### config.mk
export PLATFORM = sky130hd
export DESIGN_NAME = ifb_fetcher
export DESIGN_NICKNAME = d
export VERILOG_FILES = /design/src/ifb_pkg.sv /design/src/ifb_fetcher.sv
export SDC_FILE = /design/constraint.sdc
export NUM_CORES = 1
export LEC_CHECK = 0
export BUFFER_PORTS_ARGS = -buffer_cell sky130_fd_sc_hd__buf_2
export CAP_MARGIN = 20
export CORE_ASPECT_RATIO = 1.5
export CORE_MARGIN = 2
export CORE_UTILIZATION = 50
export CTS_CLUSTER_DIAMETER = 30
export CTS_CLUSTER_SIZE = 40
export DETAILED_ROUTE_END_ITERATION = 16
export MAX_ROUTING_LAYER = met4
export PLACE_DENSITY = 0.74
export SKIP_LAST_GASP = 1
export SYNTH_ARGS = -nofsm -noshare
export SYNTH_HDL_FRONTEND = slang
export SYNTH_SLANG_ARGS = --single-unit
### constraint.sdc
create_clock -name sys_clk -period 3 [get_ports sys_clk]
set_input_delay 0.15 -clock sys_clk [delete_from_list [all_inputs] [get_ports sys_clk]]
set_output_delay 0.15 -clock sys_clk [all_outputs]
set_load 0.005 [all_outputs]
### src/ifb_pkg.sv
package ifb_pkg;
  localparam int IFB_BUS_W = 16;
  localparam int IFB_FRAME_W = 16;
  localparam int IFB_OFFSET_W = 15;
  localparam int IFB_ADDR_W = 18;
  localparam int IFB_FRAME_SHIFT = 2;
  localparam int IFB_BLOCK_BYTES = 8;
  localparam int IFB_SEL_W = 3;
  localparam int IFB_BLOCK_W = 64;
  localparam logic [IFB_FRAME_W-1:0] IFB_FRAME_RST = 16'h0000;
  localparam logic [IFB_OFFSET_W-1:0] IFB_OFFSET_RST = 15'h0000;
  localparam logic [IFB_OFFSET_W-1:0] IFB_OFFSET_STEP = 15'h0001;
  localparam logic [IFB_SEL_W-1:0] IFB_LAST_SEL = 3'h7;
  localparam logic [7:0] IFB_EXT_POS = 8'h00;
  localparam logic [7:0] IFB_EXT_NEG = 8'hff;
endpackage : ifb_pkg

### src/ifb_fetcher.sv
// Functional notes
// - First opcode byte: zero-extended, opcode map enabled
// - First opcode byte low four bits captured
// - Positive operand byte zero-extended on bus
// - Negative operand byte ones-extended on bus
// - Branch operand byte: no refill after last
// - Refill on last byte and on offset or base load
// - Base and offset load from bus
// - Base and offset readable onto bus
// - Address is base shifted two plus offset
// - Block fetched as one eight-byte read
// - Low three bits select one held byte
// - Code frames start on four-byte boundaries
// - Fetch address space limited to 256K bytes
// - Offset increments on every byte taken
// - Offset counter wraps from 32767 to 0
`timescale 1ns/1ns
`default_nettype none
module ifb_fetcher
  import ifb_pkg::*;
(
  // Clock and reset
  input wire logic sys_clk,
  input wire logic rst,
  // Bus strobes from the control unit
  input wire logic first_opcode_byte_strobe,
  input wire logic positive_operand_byte_strobe,
  input wire logic negative_operand_byte_strobe,
  input wire logic branch_operand_byte_strobe,
  input wire logic load_byte_offset_strobe,
  input wire logic read_byte_offset_strobe,
  input wire logic load_frame_base_strobe,
  input wire logic read_frame_base_strobe,
  // Processor bus
  input wire logic [IFB_BUS_W-1:0] bus_in,
  output logic [IFB_BUS_W-1:0] bus_out,
  output logic bus_oe_n,
  // Control unit side
  output logic opcode_map_enable,
  output logic [3:0] small_const,
  output logic byte_stall,
  // Memory fetch request
  output logic fetch_req,
  output logic [IFB_ADDR_W-1:0] fetch_addr,
  input wire logic fetch_data_valid,
  input wire logic [IFB_BLOCK_W-1:0] fetch_data
);

  ////////////////////////////////////////////////////////////////////////////
  logic [IFB_FRAME_W-1:0] frame_r;
  logic [IFB_OFFSET_W-1:0] offset_r;
  logic [7:0] hold_r [IFB_BLOCK_BYTES];
  logic block_valid_r;
  logic need_r;
  logic pending_r;
  logic stale_r;
  logic [IFB_ADDR_W-1:0] fetch_addr_r;
  logic [IFB_BUS_W-1:0] bus_out_r;
  logic bus_oe_n_r;
  logic opcode_map_enable_r;
  logic [3:0] small_const_r;

  logic [IFB_ADDR_W-1:0] eff_addr;
  logic [IFB_SEL_W-1:0] sel;
  logic [7:0] cur_byte;
  logic byte_req;
  logic take;
  logic last_take;
  logic redirect;
  logic launch;

  // Base carries two zero bits below it, so frames sit on 4-byte bounds
  assign eff_addr = {frame_r, {IFB_FRAME_SHIFT{1'b0}}} + {3'b000, offset_r};
  assign sel = eff_addr[IFB_SEL_W-1:0];
  assign cur_byte = hold_r[sel];
  assign byte_req = first_opcode_byte_strobe | positive_operand_byte_strobe |
                    negative_operand_byte_strobe | branch_operand_byte_strobe;
  assign take = byte_req & block_valid_r & ~redirect;
  assign byte_stall = byte_req & ~block_valid_r;
  assign last_take = take & (sel == IFB_LAST_SEL);
  assign redirect = load_byte_offset_strobe | load_frame_base_strobe;
  // A request leaves only when none is in flight and no reload lands with it
  assign launch = need_r & ~pending_r & ~redirect;

  ////////////////////////////////////////////////////////////////////////////
  always_ff @(posedge sys_clk) begin
    if (rst) begin
      frame_r <= IFB_FRAME_RST;
    end else if (load_frame_base_strobe) begin
      frame_r <= bus_in[IFB_FRAME_W-1:0];
    end
  end

  // 15-bit counter: code frames cannot exceed 32768 bytes
  always_ff @(posedge sys_clk) begin
    if (rst) begin
      offset_r <= IFB_OFFSET_RST;
    end else if (load_byte_offset_strobe) begin
      offset_r <= bus_in[IFB_OFFSET_W-1:0];
    end else if (take) begin
      offset_r <= offset_r + IFB_OFFSET_STEP;
    end
  end

  ////////////////////////////////////////////////////////////////////////////
  // No check whether a branch target stays inside the held block
  always_ff @(posedge sys_clk) begin
    if (rst) begin
      block_valid_r <= 1'b0;
    end else if (redirect || last_take) begin
      block_valid_r <= 1'b0;
    end else if (pending_r && fetch_data_valid && !stale_r) begin
      block_valid_r <= 1'b1;
    end
  end

  // Set while a block is wanted and its request has not gone out yet
  always_ff @(posedge sys_clk) begin
    if (rst) begin
      need_r <= 1'b0;
    end else if (redirect) begin
      need_r <= 1'b1;
    end else if (last_take && !branch_operand_byte_strobe) begin
      need_r <= 1'b1;
    end else if (pending_r && fetch_data_valid && stale_r) begin
      need_r <= 1'b1;
    end else if (launch) begin
      // Cleared as the request leaves, so one need gives exactly one fetch
      need_r <= 1'b0;
    end else if (byte_stall && !pending_r) begin
      // Catches a request after a branch-strobe skip that saw no reload
      need_r <= 1'b1;
    end
  end

  always_ff @(posedge sys_clk) begin
    if (rst) begin
      pending_r <= 1'b0;
    end else if (pending_r && fetch_data_valid) begin
      // Request level ends with the data-valid cycle
      pending_r <= 1'b0;
    end else if (launch) begin
      pending_r <= 1'b1;
    end
  end

  always_ff @(posedge sys_clk) begin
    if (rst) begin
      fetch_addr_r <= '0;
    end else if (launch) begin
      // Memory reads from the exact address given, so the low three bits go out as zero to start the block on an 8-byte bound
      fetch_addr_r <= {eff_addr[IFB_ADDR_W-1:IFB_SEL_W], {IFB_SEL_W{1'b0}}};
    end
  end

  // A reload during a refill makes the arriving block useless
  always_ff @(posedge sys_clk) begin
    if (rst) begin
      stale_r <= 1'b0;
    end else if (redirect && (pending_r || need_r)) begin
      // A block arriving in the reload cycle is already dropped by the reload
      stale_r <= pending_r && !fetch_data_valid;
    end else if (pending_r && fetch_data_valid) begin
      stale_r <= 1'b0;
    end
  end

  genvar gi;
  generate
    for (gi = 0; gi < IFB_BLOCK_BYTES; gi++) begin : g_hold
      // Byte 0 of a block sits in the lowest bits of the memory word
      always_ff @(posedge sys_clk) begin
        if (rst) begin
          hold_r[gi] <= 8'h00;
        end else if (pending_r && fetch_data_valid && !stale_r) begin
          hold_r[gi] <= fetch_data[8*gi +: 8];
        end
      end
    end
  endgenerate

  ////////////////////////////////////////////////////////////////////////////
  always_ff @(posedge sys_clk) begin
    if (rst) begin
      bus_out_r <= '0;
      bus_oe_n_r <= 1'b1;
    end else begin
      bus_oe_n_r <= ~(take | read_byte_offset_strobe | read_frame_base_strobe);
      if (take && negative_operand_byte_strobe) begin
        bus_out_r <= {IFB_EXT_NEG, cur_byte};
      end else if (take) begin
        bus_out_r <= {IFB_EXT_POS, cur_byte};
      end else if (read_frame_base_strobe) begin
        bus_out_r <= frame_r;
      end else if (read_byte_offset_strobe) begin
        bus_out_r <= {1'b0, offset_r};
      end
    end
  end

  always_ff @(posedge sys_clk) begin
    if (rst) begin
      opcode_map_enable_r <= 1'b0;
      small_const_r <= 4'h0;
    end else begin
      opcode_map_enable_r <= take & first_opcode_byte_strobe;
      if (take && first_opcode_byte_strobe) begin
        small_const_r <= cur_byte[3:0];
      end
    end
  end

  assign bus_out = bus_out_r;
  assign bus_oe_n = bus_oe_n_r;
  assign opcode_map_enable = opcode_map_enable_r;
  assign small_const = small_const_r;
  assign fetch_req = pending_r;
  assign fetch_addr = fetch_addr_r;

endmodule : ifb_fetcher
`default_nettype wire

==> impl_metrics.yaml <==
logic_synthesis:
  synth_compound_area_share_pct: 11.6
  yosys_register_bits: 136
  yosys.area_share.simple_pct: 19.6
  ys_warn_count: 0
  synth_top_family_by_area: "simple AND/OR/NAND/NOR gates"
  avgSynthCellArea_um2: 10.6
  synth.distinct_cells: 60
  ys_seq_area_share_pct: 50.6
  synthAdderAreaFrac_pct: 2.94
  synthArstFlopShare_pct: 0
  synth_xor_area_share_pct: 0.922
  synth-edff-count: 64
  muxShareOfSynthArea_pct: 10.8
  ys.flop_type: "dfxtp_1"
  syn_area_um2: 6650
  synthCells: 629
layout:
  final_util_pct: 62.3
  post-route-cell-area_um2: 8110
  final_cell_mix: "buf_2 (129), dfxtp_1 (72), and2_1 (67)"
  final_nets: 868
  multi_input_area_um2: 3060
  filler_cell_count: 1088
  regArea_um2: 3360
  flow.area_growth_from_synthesis_pct: 21.9
  final_common_cell: "buf_2"
  layout-drive-gt1-share_pct: 26.6
pwr:
  seq_power_share_pct: 45.9
  peakVddDrop_uv: 481
  p_int_uw: 3390
  p_sw_share_pct: 25.0
  power_frac_comb_pct: 10.0
  power.density_nw_per_um2: 558
  p_leak_uw: 0.00340
  p_switching_uw: 1130
  power.share.clock_pct: 44.1
global_route:
  grt_pass1_wl_mm: 25.5
  grt-ovfl-total: 0
  grt_start_max_net_pins: 65
  grtUsageTotal_pct: 22.9
  antenna_found_initial: 1
  grt_pass1_vias: 5221
critical_path:
  start_kind: "register"
  cp_max_fo: 7
  cpPeakStageDelay_ns: 0.41
  ff2ff_setup_slack_ns: 0.50
  worstPathCellList: "ha_1 -> fa_1 -> a21oi_1 -> o211ai_1 -> a31oi_1 -> o21ai_0 -> a21o_1 -> a311oi_1"
  reg2reg_from: "offset_r[2]$_SDFFE_PP0P_"
  critPathRequiredTime_ns: 3.32
  critPathArrivalTime_ns: 2.82
  crit_slowest_cell: "fa_1"
  cp-end-kind: "register"
  startpoint: "offset_r[2]$_SDFFE_PP0P_"
  critPathKind: "register to register"
sta:
  setup_tns_ns: 0
  slew_violations: 0
  min_period_ns: 2.50
  rsz0062_at_grt: "no"
  period_share_pct: 83.3
  relSlewSlack_pct: 54.1
  fmax_mhz: 400
  hold_viol: 0
  setup_viol: 0
  tightest_slew_ns: 0.688
  clock_skew_ns: 0.00750
placement:
  port_buffers: 129
  dp_hpwl_mm: 11.2
  routabilityCongestion: 0.927
  placed_area_um2: 7400
detailed_routing:
  vias: 5199
  viasPerCell: 5.56
  firstDrtPassIters: 5
  wl_per_cell_um: 16.6
  drtAntennaViolNets: 0
  drtIter0Drc: 311
  remaining_drc_errors: 0
  wirelength_mm: 15.5
worst_hold_path:
  hold_class: "input port to register"
  min_from: "fetch_data[57]"
floorplan:
  die_w_um: 98.2
  ioPinCount: 133
  rows: 51
  dieArea_um2: 14300
  core_um2: 13000
  die_h_um: 145
  initial_core_util_pct: 51.1
outcome:
  outcome: "finished clean"
run:
  maxCapViolCount: 0
clocking:
  cts_max_level: 4
  cts_buffer_depth: 2
  clock_latency_ns: 0.41
  clk_pin_slew_ns: 0.06
  post_cts_buffers: 0
  ctsResizeCount: 0
  cts_tree: "done"
  cts_buffers: 17
  cts_hold_buf: 14
  clock-root-buffer: "clkbuf_16"
  cts.sinks: 136
## cells in the mapped netlist (5+ instances only)
cell	instances	area [µm²]
xnor2_1	5	43.8
clkbuf_1	24	90.1
and3_1	8	50.1
buf_2	8	40.0
or3_1	5	31.3
a21o_1	7	52.6
nor2b_1	5	31.3
a21oi_1	46	230
o21ai_1	6	30.0
dfxtp_1	72	1440
o21ai_0	19	95.1
nor3_1	16	80.1
ha_1	14	175
and2_1	67	419
a31oi_1	6	37.5
inv_1	8	30.0
nand2_1	37	139
nor2_1	66	248
mux4_2	16	360
a211oi_1	13	97.6
mux2i_1	31	310
nand3_1	12	60.1
edfxtp_1	64	1920
## worst paths after layout
path                                                    end  cells past startpoint
worst max-delay path            fetch_addr[16]$_SDFFE_PP0P_                      8
worst min-delay path             hold_r[7][1]$_SDFFCE_PN0P_                      2
worst max register to register  fetch_addr[16]$_SDFFE_PP0P_                      8
worst min register to register   fetch_addr[9]$_SDFFE_PP0P_                      2
## critical path, delay by kind of cell (launching register included)
| kind | cells | cell delay, ns |
|---|---|---|
| AO/OA/AOI/OAI | 6 | 1.41 |
| flip-flops | 1 | 0.37 |
| adder cells (fa/ha/maj) | 2 | 0.64 |
## area by class of cell
cell class                 count  share of cell area (%)
sequential                   136                    41.5
antenna                        1                  0.0309
timing repair buffer         155                    11.0
clock inverter                15                    1.73
clock buffer                  17                    5.25
multi-input combinational    444                    37.7
inverter                       8                   0.370
tap                          159                    2.45
## power groups by stage
stage,Clock (µW),Sequential [µW],Combinational (µW)
2_1_floorplan,0,2100,282
3_3_place_gp,0,2110,424
3_5_place_dp,0,2120,435
4_1_cts,2020,2080,453
5_1_grt,2100,2090,499
6_report,1990,2080,452
## flip-flops by register name, summed over array words and instances, names as in the netlist
register,count
small_const,4
fetch_addr,15
stale_r,1
bus_oe_n,1
opcode_map_enable,1
need_r,1
offset_r,15
block_valid_r,1
frame_r,16
bus_out,16
hold_r,64
fetch_req,1
## through the flow
step / hold slack [ns] / setup slack (ns) / instances / total power (µW)
2_1_floorplan: 0.286 / 0.843 / 631 / 2380
3_3_place_gp: 0.388 / 0.588 / 888 / 2530
3_5_place_dp: 0.410 / 0.517 / 888 / 2550
4_1_cts: 0.000385 / 0.503 / 934 / 4550
5_1_grt: 0.00934 / 0.281 / 935 / 4690
6_report: 0.0121 / 0.501 / 935 / 4520
## kinds of logic after synthesis
logic type | Yosys count
fa+ha+maj | 15
other cells | 1
xor+xnor | 7
flops | 136
simple gates | 246
compound gates | 122
buf+inv | 51
mux | 51
## layer usage
| metal | track usage [%] | vias up | part of all wire [%] |
|---|---|---|---|
| li1 | - | 2546 | - |
| met1 | 24.6 | 2455 | 38 |
| met2 | 41.2 | 167 | 54 |
| met3 | 5.01 | 31 | 5.7 |
| met4 | 8.01 | 0 | 2.6 |
| met5 | - | - | 0 |
Power figures use the tool's default switching activity.
